<file path="src/rtl/pifb_regs.svh">
// register offsets, bit positions, masks and reset values of the flag bank
`ifndef PIFB_REGS_SVH
`define PIFB_REGS_SVH

// register indexes; the bus byte address is four times the index
`define PIFB_IDX_REQ0 8'h8c
`define PIFB_IDX_REQ1 8'h8d
`define PIFB_IDX_REQ2 8'h8e
`define PIFB_IDX_EN6 8'h9c
`define PIFB_IDX_EN7 8'h9d
`define PIFB_IDX_CTRL 8'h0b
`define PIFB_IDX_PSEL 8'h9e

// request register 0 bit positions
`define PIFB_BIT_TMR0 5
`define PIFB_BIT_IOC 4
`define PIFB_BIT_EXT 0
// request register 1 bit positions
`define PIFB_BIT_T1G 7
`define PIFB_BIT_T1 6
`define PIFB_BIT_OSF 5
`define PIFB_BIT_CSW 4
`define PIFB_BIT_SCAN 2
`define PIFB_BIT_CRC 1
`define PIFB_BIT_NVM 0
// request register 2 bit positions
`define PIFB_BIT_CCP2 6
`define PIFB_BIT_CCP1 5
`define PIFB_BIT_TMR2 2
// enable register 6 bit positions
`define PIFB_BIT_ADT 1
`define PIFB_BIT_AD 0
// control register bit positions
`define PIFB_BIT_GLOBAL 1
`define PIFB_BIT_PERIPH 0

// implemented, software-writable bits of each register
`define PIFB_MASK_REQ0 8'h21
`define PIFB_MASK_REQ1 8'hf7
`define PIFB_MASK_REQ2 8'h64
`define PIFB_MASK_EN6 8'h03
`define PIFB_MASK_EN7 8'h0f
`define PIFB_MASK_CTRL 8'h03
`define PIFB_MASK_PSEL 8'h07

// reset value shared by every register of the bank
`define PIFB_RESET_VAL 8'h00

`endif

</file>
<file path="src/rtl/pifb_pkg.sv">
// types shared by the peripheral interrupt flag bank
package pifb_pkg;

  // bus handshake states, gray coded
  typedef enum logic [0:0] {
    PIFB_BUS_IDLE = 1'b0,
    PIFB_BUS_ACK = 1'b1
  } pifb_bus_state_t;

  // operating mode of a capture/compare unit
  typedef enum logic [1:0] {
    PIFB_CCP_OFF = 2'h0,
    PIFB_CCP_CAPTURE = 2'h1,
    PIFB_CCP_COMPARE = 2'h2,
    PIFB_CCP_PWM = 2'h3
  } pifb_ccp_mode_t;

  // avalon response codes
  typedef enum logic [1:0] {
    PIFB_RESP_OKAY = 2'h0,
    PIFB_RESP_DECERR = 2'h3
  } pifb_resp_t;

endpackage : pifb_pkg

</file>
<file path="src/rtl/pifb_top.sv">
// peripheral interrupt enable and request flag bank with avalon-mm access
//
// Overview of operation
// - enable six bit 1 gates converter threshold
// - enable six bit 0 gates converter done
// - enable seven bits 3..0, reset zero
// - timer zero overflow sets request zero bit 5
// - bit 4 is OR of pin-change flags
// - external interrupt sets request zero bit 0
// - external pin chosen by pin select
// - flags set regardless of enable bits
// - timer one gate inactive sets bit 7
// - timer one event sets bit 6
// - oscillator failure sets bit 5
// - clock switch event sets bit 4
// - memory scanner event sets bit 2
// - checksum event sets bit 1
// - nonvolatile operation done sets bit 0
// - request two: units 2,1 and timer two
// - capture/compare flag set per mode event
// - request zero/one at 0x8c/0x8d, reset zero
// - enable one, two, six and seven also need peripheral enable
`timescale 1ns/1ns
`default_nettype none
`include "pifb_regs.svh"

module pifb_top
  import pifb_pkg::*;
(
  input wire logic I_REF_CLK,
  input wire logic I_NRST,
  input wire logic [9:0] I_AVS_ADDRESS,
  input wire logic I_AVS_READ,
  input wire logic I_AVS_WRITE,
  input wire logic [31:0] I_AVS_WRITEDATA,
  input wire logic [3:0] I_AVS_BYTEENABLE,
  output logic [31:0] O_AVS_READDATA,
  output logic [1:0] O_AVS_RESPONSE,
  output logic O_AVS_WAITREQUEST,
  input wire logic I_TMR0_OVERFLOW,
  input wire logic [2:0] I_PER_PORT_PIN_CHANGE_FLAGS,
  input wire logic [7:0] I_EXT_IRQ_PINS,
  input wire logic I_TIMER_ONE_GATE_INACTIVE,
  input wire logic I_TIMER_ONE_EVENT,
  input wire logic I_OSCILLATOR_FAIL,
  input wire logic I_CLOCK_SWITCH_EVENT,
  input wire logic I_MEMORY_SCANNER_EVENT,
  input wire logic I_CHECKSUM_EVENT,
  input wire logic I_NONVOLATILE_DONE,
  input wire logic [1:0] I_CAPCOMP_ONE_MODE,
  input wire logic [2:0] I_CAPCOMP_ONE_EVENTS,
  input wire logic [1:0] I_CAPCOMP_TWO_MODE,
  input wire logic [2:0] I_CAPCOMP_TWO_EVENTS,
  input wire logic I_TIMER_TWO_EVENT,
  input wire logic [7:0] I_ENABLE_BITS_ZERO,
  input wire logic [7:0] I_ENABLE_BITS_ONE,
  input wire logic [7:0] I_ENABLE_BITS_TWO,
  input wire logic [1:0] I_CONVERTER_REQ,
  input wire logic [3:0] I_LOGIC_BLOCK_REQ,
  output logic [1:0] O_ENABLE_BITS_SIX,
  output logic [3:0] O_ENABLE_BITS_SEVEN,
  output logic O_IRQ
);

  // bus handshake state
  pifb_bus_state_t bus_q;
  pifb_bus_state_t bus_d;
  // registered read answer
  logic [7:0] rdata_q;
  logic [7:0] rdata_d;
  pifb_resp_t resp_q;
  pifb_resp_t resp_d;

  // software-visible storage
  logic [7:0] req0_q;
  logic [7:0] req0_d;
  logic [7:0] req1_q;
  logic [7:0] req1_d;
  logic [7:0] req2_q;
  logic [7:0] req2_d;
  logic [7:0] en6_q;
  logic [7:0] en6_d;
  logic [7:0] en7_q;
  logic [7:0] en7_d;
  logic [7:0] ctrl_q;
  logic [7:0] ctrl_d;
  logic [7:0] psel_q;
  logic [7:0] psel_d;

  // external pin synchroniser and edge history
  logic [7:0] pin_s1_q;
  logic [7:0] pin_s2_q;
  logic [7:0] pin_s3_q;

  // registered interrupt request
  logic irq_q;
  logic irq_d;

  // decoded access and per-register hits
  logic req_any;
  logic wr_take;
  logic [7:0] idx;
  logic aligned;
  logic hit_req0;
  logic hit_req1;
  logic hit_req2;
  logic hit_en6;
  logic hit_en7;
  logic hit_ctrl;
  logic hit_psel;
  logic hit_any;
  logic [7:0] wbyte;
  logic lane0;

  // hardware set vectors and derived status
  logic [7:0] set0;
  logic [7:0] set1;
  logic [7:0] set2;
  logic pin_change_summary_flag;
  logic ext_edge;
  logic ccp1_hit;
  logic ccp2_hit;
  logic [7:0] req0_view;

  // address decode
  always_comb begin
    idx = I_AVS_ADDRESS[9:2];
    aligned = (I_AVS_ADDRESS[1:0] == 2'h0);
    hit_req0 = 1'b0;
    hit_req1 = 1'b0;
    hit_req2 = 1'b0;
    hit_en6 = 1'b0;
    hit_en7 = 1'b0;
    hit_ctrl = 1'b0;
    hit_psel = 1'b0;
    if (!aligned) begin
      // misaligned byte address decodes to nothing
      hit_req0 = 1'b0;
    end else if (idx == `PIFB_IDX_REQ0) begin
      hit_req0 = 1'b1;
    end else if (idx == `PIFB_IDX_REQ1) begin
      hit_req1 = 1'b1;
    end else if (idx == `PIFB_IDX_REQ2) begin
      hit_req2 = 1'b1;
    end else if (idx == `PIFB_IDX_EN6) begin
      hit_en6 = 1'b1;
    end else if (idx == `PIFB_IDX_EN7) begin
      hit_en7 = 1'b1;
    end else if (idx == `PIFB_IDX_CTRL) begin
      hit_ctrl = 1'b1;
    end else if (idx == `PIFB_IDX_PSEL) begin
      hit_psel = 1'b1;
    end
    hit_any = hit_req0 | hit_req1 | hit_req2 | hit_en6 | hit_en7 | hit_ctrl | hit_psel;
  end

  // bus handshake: one wait cycle, then the request is taken
  always_comb begin
    req_any = I_AVS_READ | I_AVS_WRITE;
    bus_d = bus_q;
    case (bus_q)
      PIFB_BUS_IDLE: begin
        // request seen, answer on the next edge
        if (req_any) begin
          bus_d = PIFB_BUS_ACK;
        end
      end
      PIFB_BUS_ACK: begin
        // request taken at this edge
        bus_d = PIFB_BUS_IDLE;
      end
      default: begin
        bus_d = PIFB_BUS_IDLE;
      end
    endcase
    O_AVS_WAITREQUEST = req_any & (bus_q == PIFB_BUS_IDLE);
    wr_take = I_AVS_WRITE & (bus_q == PIFB_BUS_ACK);
    lane0 = I_AVS_BYTEENABLE[0];
    wbyte = I_AVS_WRITEDATA[7:0];
  end

  // bus state register
  always_ff @(posedge I_REF_CLK) begin
    if (!I_NRST) begin
      bus_q <= PIFB_BUS_IDLE;
    end else begin
      bus_q <= bus_d;
    end
  end

  // read mux; captured while waitrequest is high
  always_comb begin
    rdata_d = rdata_q;
    resp_d = resp_q;
    if (req_any && (bus_q == PIFB_BUS_IDLE)) begin
      resp_d = hit_any ? PIFB_RESP_OKAY : PIFB_RESP_DECERR;
      rdata_d = 8'h00;
      if (I_AVS_READ) begin
        if (hit_req0) begin
          rdata_d = req0_view;
        end else if (hit_req1) begin
          rdata_d = req1_q;
        end else if (hit_req2) begin
          rdata_d = req2_q;
        end else if (hit_en6) begin
          rdata_d = en6_q;
        end else if (hit_en7) begin
          rdata_d = en7_q;
        end else if (hit_ctrl) begin
          rdata_d = ctrl_q;
        end else if (hit_psel) begin
          rdata_d = psel_q;
        end
      end
    end
  end

  // read answer registers
  always_ff @(posedge I_REF_CLK) begin
    if (!I_NRST) begin
      rdata_q <= `PIFB_RESET_VAL;
      resp_q <= PIFB_RESP_OKAY;
    end else begin
      rdata_q <= rdata_d;
      resp_q <= resp_d;
    end
  end

  // upper bits of the bus word read as zero
  assign O_AVS_READDATA = {24'h000000, rdata_q};
  assign O_AVS_RESPONSE = resp_q;

  // external pins: two flops, then one more for edge history
  always_ff @(posedge I_REF_CLK) begin
    if (!I_NRST) begin
      pin_s1_q <= 8'h00;
      pin_s2_q <= 8'h00;
      pin_s3_q <= 8'h00;
    end else begin
      pin_s1_q <= I_EXT_IRQ_PINS;
      pin_s2_q <= pin_s1_q;
      pin_s3_q <= pin_s2_q;
    end
  end

  // hardware set sources
  always_comb begin
    ext_edge = pin_s2_q[psel_q[2:0]] & ~pin_s3_q[psel_q[2:0]];
    pin_change_summary_flag = |I_PER_PORT_PIN_CHANGE_FLAGS;
    // unit one event matched to its mode
    case (pifb_ccp_mode_t'(I_CAPCOMP_ONE_MODE))
      PIFB_CCP_CAPTURE: ccp1_hit = I_CAPCOMP_ONE_EVENTS[0];
      PIFB_CCP_COMPARE: ccp1_hit = I_CAPCOMP_ONE_EVENTS[1];
      PIFB_CCP_PWM: ccp1_hit = I_CAPCOMP_ONE_EVENTS[2];
      default: ccp1_hit = 1'b0;
    endcase
    // unit two event matched to its mode
    case (pifb_ccp_mode_t'(I_CAPCOMP_TWO_MODE))
      PIFB_CCP_CAPTURE: ccp2_hit = I_CAPCOMP_TWO_EVENTS[0];
      PIFB_CCP_COMPARE: ccp2_hit = I_CAPCOMP_TWO_EVENTS[1];
      PIFB_CCP_PWM: ccp2_hit = I_CAPCOMP_TWO_EVENTS[2];
      default: ccp2_hit = 1'b0;
    endcase
    set0 = 8'h00;
    set1 = 8'h00;
    set2 = 8'h00;
    set0[`PIFB_BIT_TMR0] = I_TMR0_OVERFLOW;
    set0[`PIFB_BIT_EXT] = ext_edge;
    set1[`PIFB_BIT_T1G] = I_TIMER_ONE_GATE_INACTIVE;
    set1[`PIFB_BIT_T1] = I_TIMER_ONE_EVENT;
    set1[`PIFB_BIT_OSF] = I_OSCILLATOR_FAIL;
    set1[`PIFB_BIT_CSW] = I_CLOCK_SWITCH_EVENT;
    set1[`PIFB_BIT_SCAN] = I_MEMORY_SCANNER_EVENT;
    set1[`PIFB_BIT_CRC] = I_CHECKSUM_EVENT;
    set1[`PIFB_BIT_NVM] = I_NONVOLATILE_DONE;
    set2[`PIFB_BIT_CCP2] = ccp2_hit;
    set2[`PIFB_BIT_CCP1] = ccp1_hit;
    set2[`PIFB_BIT_TMR2] = I_TIMER_TWO_EVENT;
    // read view of request zero with the live summary bit
    req0_view = req0_q;
    req0_view[`PIFB_BIT_IOC] = pin_change_summary_flag;
  end

  // next values of flags and enables
  always_comb begin
    // write loads, hardware set ORed last so it wins
    req0_d = (((wr_take && hit_req0 && lane0) ? wbyte : req0_q) | set0) & `PIFB_MASK_REQ0;
    req1_d = (((wr_take && hit_req1 && lane0) ? wbyte : req1_q) | set1) & `PIFB_MASK_REQ1;
    req2_d = (((wr_take && hit_req2 && lane0) ? wbyte : req2_q) | set2) & `PIFB_MASK_REQ2;
    // enable six keeps only the converter bits
    en6_d = ((wr_take && hit_en6 && lane0) ? wbyte : en6_q) & `PIFB_MASK_EN6;
    en7_d = ((wr_take && hit_en7 && lane0) ? wbyte : en7_q) & `PIFB_MASK_EN7;
    ctrl_d = ((wr_take && hit_ctrl && lane0) ? wbyte : ctrl_q) & `PIFB_MASK_CTRL;
    psel_d = ((wr_take && hit_psel && lane0) ? wbyte : psel_q) & `PIFB_MASK_PSEL;
  end

  // flag and enable registers
  always_ff @(posedge I_REF_CLK) begin
    // all implemented bits reset to zero
    if (!I_NRST) begin
      req0_q <= `PIFB_RESET_VAL;
      req1_q <= `PIFB_RESET_VAL;
      req2_q <= `PIFB_RESET_VAL;
      en6_q <= `PIFB_RESET_VAL;
      en7_q <= `PIFB_RESET_VAL;
      ctrl_q <= `PIFB_RESET_VAL;
      psel_q <= `PIFB_RESET_VAL;
    end else begin
      req0_q <= req0_d;
      req1_q <= req1_d;
      req2_q <= req2_d;
      en6_q <= en6_d;
      en7_q <= en7_d;
      ctrl_q <= ctrl_d;
      psel_q <= psel_d;
    end
  end

  // interrupt request combine
  always_comb begin
    // group zero needs only the global enable
    // stale flags fire at once when enabled
    irq_d = ctrl_q[`PIFB_BIT_GLOBAL] & (
      (|(req0_view & I_ENABLE_BITS_ZERO & `PIFB_MASK_REQ0 |
         {2'h0, pin_change_summary_flag, 5'h00} & I_ENABLE_BITS_ZERO)) |
      (ctrl_q[`PIFB_BIT_PERIPH] & (
        (|(req1_q & I_ENABLE_BITS_ONE)) |
        (|(req2_q & I_ENABLE_BITS_TWO)) |
        (I_CONVERTER_REQ[1] & en6_q[`PIFB_BIT_ADT]) |
        (I_CONVERTER_REQ[0] & en6_q[`PIFB_BIT_AD]) |
        (|(I_LOGIC_BLOCK_REQ & en7_q[3:0])))));
  end

  // interrupt output register
  always_ff @(posedge I_REF_CLK) begin
    if (!I_NRST) begin
      irq_q <= 1'b0;
    end else begin
      irq_q <= irq_d;
    end
  end

  // outputs from registers
  assign O_IRQ = irq_q;
  assign O_ENABLE_BITS_SIX = en6_q[1:0];
  assign O_ENABLE_BITS_SEVEN = en7_q[3:0];

endmodule : pifb_top
`default_nettype wire

</file>
<file path="config.mk">
export PLATFORM = sky130hd
export DESIGN_NAME = pifb_top
export DESIGN_NICKNAME = d
export VERILOG_FILES = /design/src/rtl/pifb_pkg.sv /design/src/rtl/pifb_top.sv
export VERILOG_INCLUDE_DIRS = /design/src /design/src/rtl
export SDC_FILE = /design/constraint.sdc
export NUM_CORES = 1
export LEC_CHECK = 0
export ABC_AREA = 1
export BUFFER_PORTS_ARGS = -buffer_cell sky130_fd_sc_hd__buf_4
export CAP_MARGIN = 20
export CORE_AREA = 2 2 82 84
export DETAILED_ROUTE_END_ITERATION = 8
export DIE_AREA = 0 0 84 86
export PLACE_DENSITY = 0.79
export SYNTH_ARGS = -nofsm -noshare
export SYNTH_HDL_FRONTEND = slang
export SYNTH_SLANG_ARGS = --single-unit
</file>
<file path="constraint.sdc">
create_clock -name I_REF_CLK -period 1.4 [get_ports I_REF_CLK]
set_input_delay 0.07 -clock I_REF_CLK [delete_from_list [all_inputs] [get_ports I_REF_CLK]]
set_output_delay 0.07 -clock I_REF_CLK [all_outputs]
set_load 0.01 [all_outputs]
</file>
==> results of run 1 <==
Yosys cell counts (all sizes together):
cell | number | area share [%]
nand2 | 96 | 13
inv | 78 | 11
dfxtp | 58 | 42
nor2 | 37 | 6.1
a21oi | 28 | 5.0
buf | 25 | 6.8
o21ai | 22 | 4.0
nand3 | 10 | 2.2
o221ai | 7 | 2.2
o31ai | 7 | 1.9
clkbuf | 6 | 0.81
nor3 | 5 | 1.3
nand4 | 4 | 0.90
a221oi | 3 | 0.95
a32oi | 2 | 0.63
a211oi | 1 | 0.27
a22o | 1 | 0.32
a22oi | 1 | 0.27
conb | 1 | 0.14
o211ai | 1 | 0.27
o21a | 1 | 0.27
or2 | 1 | 0.23
flip-flops by register name (all words and copies together) (netlist names):
register	count
ctrl_q	2
pin_s2_q	8
en6_q	2
rdata_q	8
bus_q	1
req1_q	7
psel_q	3
en7_q	4
req2_q	3
pin_s1_q	8
O_AVS_RESPONSE	1
req0_q	2
pin_s3_q	8
O_IRQ	1
path summary, 6_finish.rpt:
path                     startpoint                     end  slack [ns]
min reg2reg  pin_s1_q[7]$_SDFF_PN0_  pin_s2_q[7]$_SDFF_PN0_        0.41
max            req1_q[7]$_SDFF_PN0_        O_IRQ$_SDFF_PN0_         0.1
min              I_AVS_WRITEDATA[1]  psel_q[1]$_SDFFE_PN0P_        0.02
max reg2reg    req1_q[7]$_SDFF_PN0_        O_IRQ$_SDFF_PN0_         0.1
final cells by class:
class | count | area [µm²]
flip-flops and latches | 58 | 1162
multi-input cells | 251 | 1199
fillers | 575 | 2392
clock buffers | 11 | 141.4
clock inverters | 5 | 77.57
well taps | 77 | 96.34
repair buffers | 116 | 915.9
inverters | 78 | 292.8
where the power goes:
part	internal [mW]	total, mW	switching (mW)
clock network	1.04	1.69	0.647
logic	0.243	0.475	0.232
registers	1.71	1.74	0.0294
per-layer routing:
layer	routed length, µm	global-route usage (%)	part of all wire [%]
met5	0	0	0
met4	145	8.065	1.9
met2	3896	38.18	51
met3	609	7.122	8.0
met1	2937	24.33	39
stage by stage:
| stage | hold slack, ns | worst slack (ns) | std cells | area, µm² |
|---|---|---|---|---|
| detailed placement | 0.2561 | -0.02011 | 562 | 3485 |
| finish | 0.02235 | 0.09518 | 596 | 3885 |
| CTS | 0.009540 | 0.03709 | 596 | 3884 |
| floorplan | 0.1676 | 0.2143 | 418 | 2863 |
| global placement | 0.2514 | 0.009292 | 562 | 3485 |
| global route | 0.03832 | 0.01131 | 596 | 3885 |
what timing repair did:
item / in CTS / in global routing
buffers inserted: 0 / 0
resized for setup: 0 / 2
setup endpoints to repair: 0 / 4
hold endpoints to repair: 18 / 0
hold buffers: 18 / 0
kinds of logic after synthesis:
| logic type | share of synthesized area (%) |
|---|---|
| other cells | 0.1351 |
| flops | 41.82 |
| compound gates | 16.09 |
| buf+inv | 18.12 |
| simple gates | 23.84 |
tightest hold or removal path, delay by kind of cell:
kind	cells	cell delay, ns
AOI/OAI and AO/OA	1	0.05
buffers and inverters	2	0.19
==> impl_metrics.json, run 1 <==
{
  "avgSynthCellArea_um2": 7.029,
  "fin_crit_sh_pct": 93.20,
  "synth_cell_types": 29,
  "setup_viol": 0,
  "fin_nets": 624,
  "fmax_mhz": 766.4,
  "crit_family": "compound AO/OA/AOI/OAI gates",
  "layout_commonest_cell": "buf_4",
  "grt-ovfl-total": 0,
  "drc": 0,
  "synthCells": 395,
  "worstPathCellList": "nand2_1, nand2_1, a221oi_1, nand4_1, o21ai_0, a21oi_1",
  "coreArea_mm2": 0.006277,
  "fin_worst_skew_ns": 0.005426,
  "power_mw": 3.904,
  "antenna_found_initial": 0,
  "rsz0062_at_grt": "no",
  "htreeDepth": 3,
  "die_area_mm2": 0.007224,
  "arrival_ns": 1.52,
  "finalSetupTns_ns": 0,
  "insertion_delay_ns": 0.34,
  "slew_viol_final": 0,
  "drive_gt1_share_pct": 24.66,
  "outcome": "completed",
  "initial_core_util_pct": 44.23,
  "first_iter_violations": 141,
  "ys_seq_elements": 58,
  "worstSetupStartpointType": "flip-flop",
  "peakVddDrop_mv": 0.7291,
  "rows": 29,
  "dieWidth_um": 84,
  "min_delay_path_depth": 3,
  "grt_usage_pct": 21.61,
  "drtPass1Iterations": 4,
  "routed_wl_um": 7589,
  "cts_root_buffer": "clkbuf_8",
  "antenna-diode-count": 0,
  "grt_max_degree": 26,
  "die_h_um": 86,
  "synth_area_mm2": 0.002776,
  "dp_hpwl_um": 5538,
  "min_path_type": "input port to flip-flop",
  "utilization_pct": 61.89,
  "cp-end-kind": "flip-flop",
  "final_cell_mix": "buf_4 (98), nand2_1 (94), inv_1 (76)",
  "worstPathRequired_ns": 1.61,
  "port_buffers": 88,
  "clk_pin_slew_worst_paths_ns": 0.06,
  "cp_max_fo": 3,
  "hold_viol": 0,
  "post-route-min-period_ns": 1.305,
  "yosysWarnings": 0,
  "vias": 2886,
  "p_leak_nw": 2.053,
  "criticalPathCategory": "flip-flop to flip-flop",
  "cts_tree": "done",
  "grt_pass1_wl_um": 12340,
  "slowest_delay_ns": 0.34,
  "cap_viol_max_count": 0,
  "critPathSlowestCell": "dfxtp_1",
  "r2r_cells": 6,
  "critical_path_depth": 6,
  "numCtsBuffers": 9,
  "gp_congestion": 0.9172,
  "io_pins": 152,
  "ys_seq_area_share_pct": 41.82,
  "cts_sinks": 58,
  "cts_max_path_buffers": 2,
  "cpMostUsedCell": "nand2_1",
  "grt_pass1_vias": 2759,
  "wl_per_cell_um": 12.73,
  "power.density_mw_per_mm2": 1005,
  "via_per_inst": 4.842,
  "antenna_left": 0,
  "path_buf_inv": 0,
  "area_delta_synth_final_pct": 39.93
}
Power figures use the tool's default switching activity.
==> run 2: changes to the inputs <==
Settings changed: CORE_AREA 2 2 82 84 to 3 3 91 93, DIE_AREA 0 0 84 86 to 0 0 94 96, PLACE_DENSITY 0.79 to 0.67.
Clock period 1.4 ns to 1.5 ns, I/O delays scaled along.
==> run 2 against run 1 <==
Compared with the run above:
- final area grew 0.55%
- combinational power shrank 8.2%
- first-iteration DRC count grew 12%
- non-clock buffer count shrank 4
- wire length shrank 4.4%
- power shrank 5.0%
- sequential cell count is the same
- cell count grew 3.5%
- critical path depth grew 2
- clock-buffer cell count grew 1
- die area grew 25%
- utilization shrank 11 points
==> impl_metrics.json, run 2 (synthesized netlist as in run 1, its figures left out) <==
{
  "outcome": "completed",
  "criticalPathCategory": "flip-flop to flip-flop",
  "min_path_type": "input port to flip-flop",
  "post-route-min-period_ns": 1.306,
  "vias": 2728,
  "dp_cells": 582,
  "power.density_mw_per_mm2": 949.3,
  "final_cell_mix": "nand2_1 (94), buf_4 (93), inv_1 (76)",
  "cts_max_path_buffers": 2,
  "whs_endpoint": "req1_q[7]$_SDFF_PN0_",
  "min_delay_path_depth": 5,
  "drc": 0,
  "coreArea_mm2": 0.007607,
  "rows": 32,
  "htreeDepth": 3,
  "fin_crit_sh_pct": 87.04,
  "antenna-diode-count": 0,
  "setup_ws_ns": 0.1945,
  "grt_pass1_vias": 2521,
  "layout_commonest_cell": "nand2_1",
  "setup_viol": 0,
  "post_cts_buffers": 0,
  "grt-ovfl-total": 0,
  "cp_max_fo": 8,
  "r2r_cells": 8,
  "arrival_ns": 1.53,
  "io_pins": 152,
  "fin_nets": 620,
  "dp_hpwl_um": 5552,
  "wl_per_cell_um": 11.76,
  "dpl_worst_slack_ns": 0.08209,
  "area_delta_synth_final_pct": 40.69,
  "worstSetupStartpointType": "flip-flop",
  "antenna_left": 0,
  "min_from": "I_AVS_WRITEDATA[7]",
  "final_cells": 617,
  "clk_pin_slew_worst_paths_ns": 0.06,
  "cts_tree": "done",
  "grt_usage_pct": 16.35,
  "insertion_delay_ns": 0.33,
  "worstPathRequired_ns": 1.72,
  "die_h_um": 96,
  "antenna_found_initial": 0,
  "hold_viol": 0,
  "numCtsBuffers": 9,
  "cp-end-kind": "flip-flop",
  "slew_viol_final": 0,
  "drive_gt1_share_pct": 23.88,
  "fmax_mhz": 766.0,
  "rrSetupSlack_ns": 0.19,
  "regToRegStartpoint": "bus_q$_SDFF_PP0_",
  "port_buffers": 88,
  "dieWidth_um": 94,
  "peakVddDrop_mv": 0.4950,
  "r2r_end": "req1_q[1]$_SDFF_PN0_",
  "cts_root_buffer": "clkbuf_8",
  "utilization_pct": 51.35,
  "grt_max_degree": 26,
  "cts_sinks": 58,
  "initial_core_util_pct": 36.50,
  "first_iter_violations": 158,
  "rsz0062_at_grt": "no",
  "cap_viol_max_count": 0,
  "die_area_mm2": 0.009024,
  "grt_pass1_wl_um": 11410,
  "gp_congestion": 0.8863,
  "fin_worst_skew_ns": 0.009001,
  "finalSetupTns_ns": 0,
  "via_per_inst": 4.421,
  "drtPass1Iterations": 4,
  "routed_wl_um": 7254,
  "p_leak_nw": 2.041
}
==> run 2: cell type report <==
| type | instances | area [µm²] |
|---|---|---|
| Fill cell | 729 | 3701 |
| Sequential cell | 58 | 1161 |
| Inverter | 78 | 292.8 |
| Multi-Input combinational cell | 251 | 1199 |
| Tap cell | 102 | 127.6 |
| Clock buffer | 12 | 165.2 |
| Timing Repair Buffer | 112 | 888.4 |
| Clock inverter | 4 | 72.57 |
==> run 2: worst max path at each step <==
| stage | startpoint | to | slack (ns) | cells past startpoint |
|---|---|---|---|---|
| after floorplan | bus_q$_SDFF_PP0_ | req1_q[0]$_SDFF_PN0_ | 0.31 | 5 |
| after CTS | psel_q[0]$_SDFFE_PN0P_ | req0_q[0]$_SDFF_PN0_ | 0.11 | 6 |
| after global routing | psel_q[0]$_SDFFE_PN0P_ | req0_q[0]$_SDFF_PN0_ | 0.04 | 6 |
| after global placement | I_AVS_ADDRESS[8] | req1_q[1]$_SDFF_PN0_ | 0.10 | 11 |
| final | bus_q$_SDFF_PP0_ | req1_q[1]$_SDFF_PN0_ | 0.19 | 8 |
| after detailed placement | I_AVS_ADDRESS[8] | req1_q[1]$_SDFF_PN0_ | 0.08 | 11 |
==> run 2: metrics by stage <==
stage / total power, mW / hold WS [ns] / cell area, µm²
after floorplan: 1.884 / 0.1726 / 2863
after global placement: 2.043 / 0.2571 / 3478
after detailed placement: 2.050 / 0.2605 / 3478
after CTS: 3.750 / 0.001917 / 3906
after global routing: 3.889 / 0.02474 / 3906
final: 3.708 / 0.02935 / 3906
==> run 2: layer usage <==
metal / up-vias / part of all wire, % / track usage (%)
met5: - / 0 / 0
met4: 0 / 2.5 / 7.942
met3: 19 / 8.5 / 4.926
met2: 112 / 48 / 27.97
met1: 1171 / 41 / 18.61
li1: 1426 / - / -
==> run 2: where the power goes <==
part,switching (mW),internal [mW]
logic,0.211,0.225
clock network,0.582,1.07
registers,0.0280,1.60
total,0.821,2.89
==> run 2: critical path: stages (launching register included) <==
cell	delay [ns]
dfxtp_1	0.34
nand3_1	0.07
buf_4	0.17
nor2_4	0.22
inv_2	0.12
nand2_2	0.07
nand2_1	0.04
o21ai_1	0.11
inv_1	0.04
==> run 2: repair_timing <==
action,in CTS,in global routing
hold buffers,19,0
hold endpoints to repair,19,0
resized for setup,0,1
setup endpoints to repair,0,2
==> run 3: changes to the inputs <==
Settings changed: CORE_AREA 3 3 91 93 to 3 3 82 84, CTS_BUF_LIST from default to sky130_fd_sc_hd__clkbuf_4 sky130_fd_sc_hd__clkbuf_8, DIE_AREA 0 0 94 96 to 0 0 85 87, PLACE_DENSITY 0.67 to 0.81.
==> run 3 against run 2 <==
Compared with the run above:
- clock-buffer cell count down 1
- critical endpoint is now req0_q[0]$_SDFF_PN0_
- sequential power is essentially flat
- largest power group is now registers
- first-iteration DRC count down 1.3%
- global-route usage rose by 3.6 points
- clock skew down 0.0035 ns
- utilization increased by 12 points
- cell count decreased by 5.0%
==> impl_metrics.json, run 3 (synthesized netlist as in run 1, its figures left out) <==
{
  "antenna_left": 0,
  "multi_input_area_mm2": 0.001199,
  "drc": 0,
  "routed_wl_um": 7347,
  "dieWidth_um": 85,
  "initial_core_util_pct": 46.35,
  "io_pins": 152,
  "grt_pass1_vias": 2655,
  "post_cts_buffers": 0,
  "peakVddDrop_mv": 0.6593,
  "cts_max_path_buffers": 2,
  "clk_pin_slew_worst_paths_ns": 0.06,
  "via_per_inst": 4.758,
  "cts_root_buffer": "clkbuf_8",
  "slowest_delay_ns": 0.36,
  "worstPathCellList": "inv_1, nand2_1, o221ai_1, a21oi_1, or2_2, a21oi_1",
  "port_buffers": 88,
  "first_iter_violations": 156,
  "antenna_found_initial": 0,
  "die_h_um": 87,
  "fin_worst_skew_ns": 0.005527,
  "cts_hold_buf": 18,
  "dp_hpwl_um": 5486,
  "cpMostUsedCell": "a21oi_1",
  "grt_max_degree": 26,
  "insertion_delay_ns": 0.33,
  "cp-end-kind": "flip-flop",
  "area_delta_synth_final_pct": 36.23,
  "final_area_mm2": 0.003782,
  "criticalPathCategory": "flip-flop to flip-flop",
  "cts_sinks": 58,
  "finalSetupTns_ns": 0,
  "nFillCells": 536,
  "cp_max_fo": 6,
  "gp_congestion": 0.9235,
  "rows": 28,
  "path_buf_inv": 1,
  "post-route-min-period_ns": 1.355,
  "numCtsBuffers": 9,
  "cts_resized": 0,
  "outcome": "completed",
  "fmax_mhz": 737.8,
  "drtPass1Iterations": 5,
  "power.density_mw_per_mm2": 850.1,
  "drive_gt1_share_pct": 23.29,
  "die_area_mm2": 0.007395,
  "hold_viol": 0,
  "cts_tree": "done",
  "min_path_type": "input port to flip-flop",
  "arrival_ns": 1.62,
  "fin_crit_sh_pct": 90.35,
  "grt_pass1_wl_um": 11610,
  "seqCellArea_mm2": 0.001161,
  "rsz0062_at_grt": "no",
  "power_mw": 3.215,
  "worstSetupStartpointType": "flip-flop",
  "cap_viol_max_count": 0,
  "p_leak_nw": 2.003,
  "crit_family": "compound AO/OA/AOI/OAI gates",
  "htreeDepth": 3,
  "critPathSlowestCell": "dfxtp_1",
  "vias": 2788,
  "fin_nets": 620,
  "slew_viol_final": 0,
  "final_cell_mix": "nand2_1 (94), buf_4 (94), inv_1 (77)",
  "grt_usage_pct": 19.94,
  "setup_viol": 0,
  "coreArea_mm2": 0.005991,
  "antenna-diode-count": 0,
  "wl_per_cell_um": 12.54,
  "grt-ovfl-total": 0,
  "placed_area_mm2": 0.003452,
  "worstPathRequired_ns": 1.77
}
-- run 3: cell count changes in the layout (fill, tap and decap cells not counted) --
cell           change
inv_2              -1
clkbuf_4           +1
bufinv_16          -2
clkinvlp_4         -1
clkbuf_8           -2
inv_1              +1
dlygate4sd3_1      -1
buf_4              +1
-- run 3: power breakdown --
group	switching [mW]	internal, mW	leakage [nW]
registers	0.0288	1.60	0.476
logic	0.213	0.223	1.45
clock network	0.533	0.621	0.0804
total	0.775	2.44	2.00
-- run 3: worst paths after layout --
kind	startpoint	endpoint	slack (ns)	depth (start not counted)
max	psel_q[0]$_SDFFE_PN0P_	req0_q[0]$_SDFF_PN0_	0.14	6
min	I_AVS_WRITEDATA[1]	psel_q[1]$_SDFFE_PN0P_	0.03	3
min reg2reg	pin_s1_q[6]$_SDFF_PN0_	pin_s2_q[6]$_SDFF_PN0_	0.40	2
max reg2reg	psel_q[0]$_SDFFE_PN0P_	req0_q[0]$_SDFF_PN0_	0.14	6
-- run 3: through the flow --
stage	instances	hold slack (ns)	utilization (%)	setup WS (ns)
detailed placement	556	0.2601	57.62	0.05115
global route	586	0.01784	63.14	0.05870
floorplan	418	0.1726	-	0.3143
CTS	586	0.007835	63.14	0.1339
global placement	556	0.2558	57.62	0.1432
finish	586	0.02760	63.14	0.1447
-- run 3: layout make-up --
| class | count | share of cell area, % |
|---|---|---|
| Clock inverter | 1 | 0.1323 |
| Clock buffer | 11 | 3.837 |
| Sequential cell | 58 | 30.70 |
| Multi-Input combinational cell | 251 | 31.69 |
| Inverter | 78 | 7.741 |
| Timing Repair Buffer | 112 | 23.42 |
| Tap cell | 75 | 2.481 |
-- run 3: per-layer routing --
layer,routed length [µm],vias to the layer above,track usage (%)
met3,704,10,7.096
met5,0,-,0
met1,2854,1224,21.12
met4,66,0,8.058
li1,-,1422,-
met2,3722,132,35.95
-- run 3: tightest hold or removal path, cell delays in order --
cell	delay, ns
buf_4	0.14
inv_1	0.05
a21oi_1	0.05
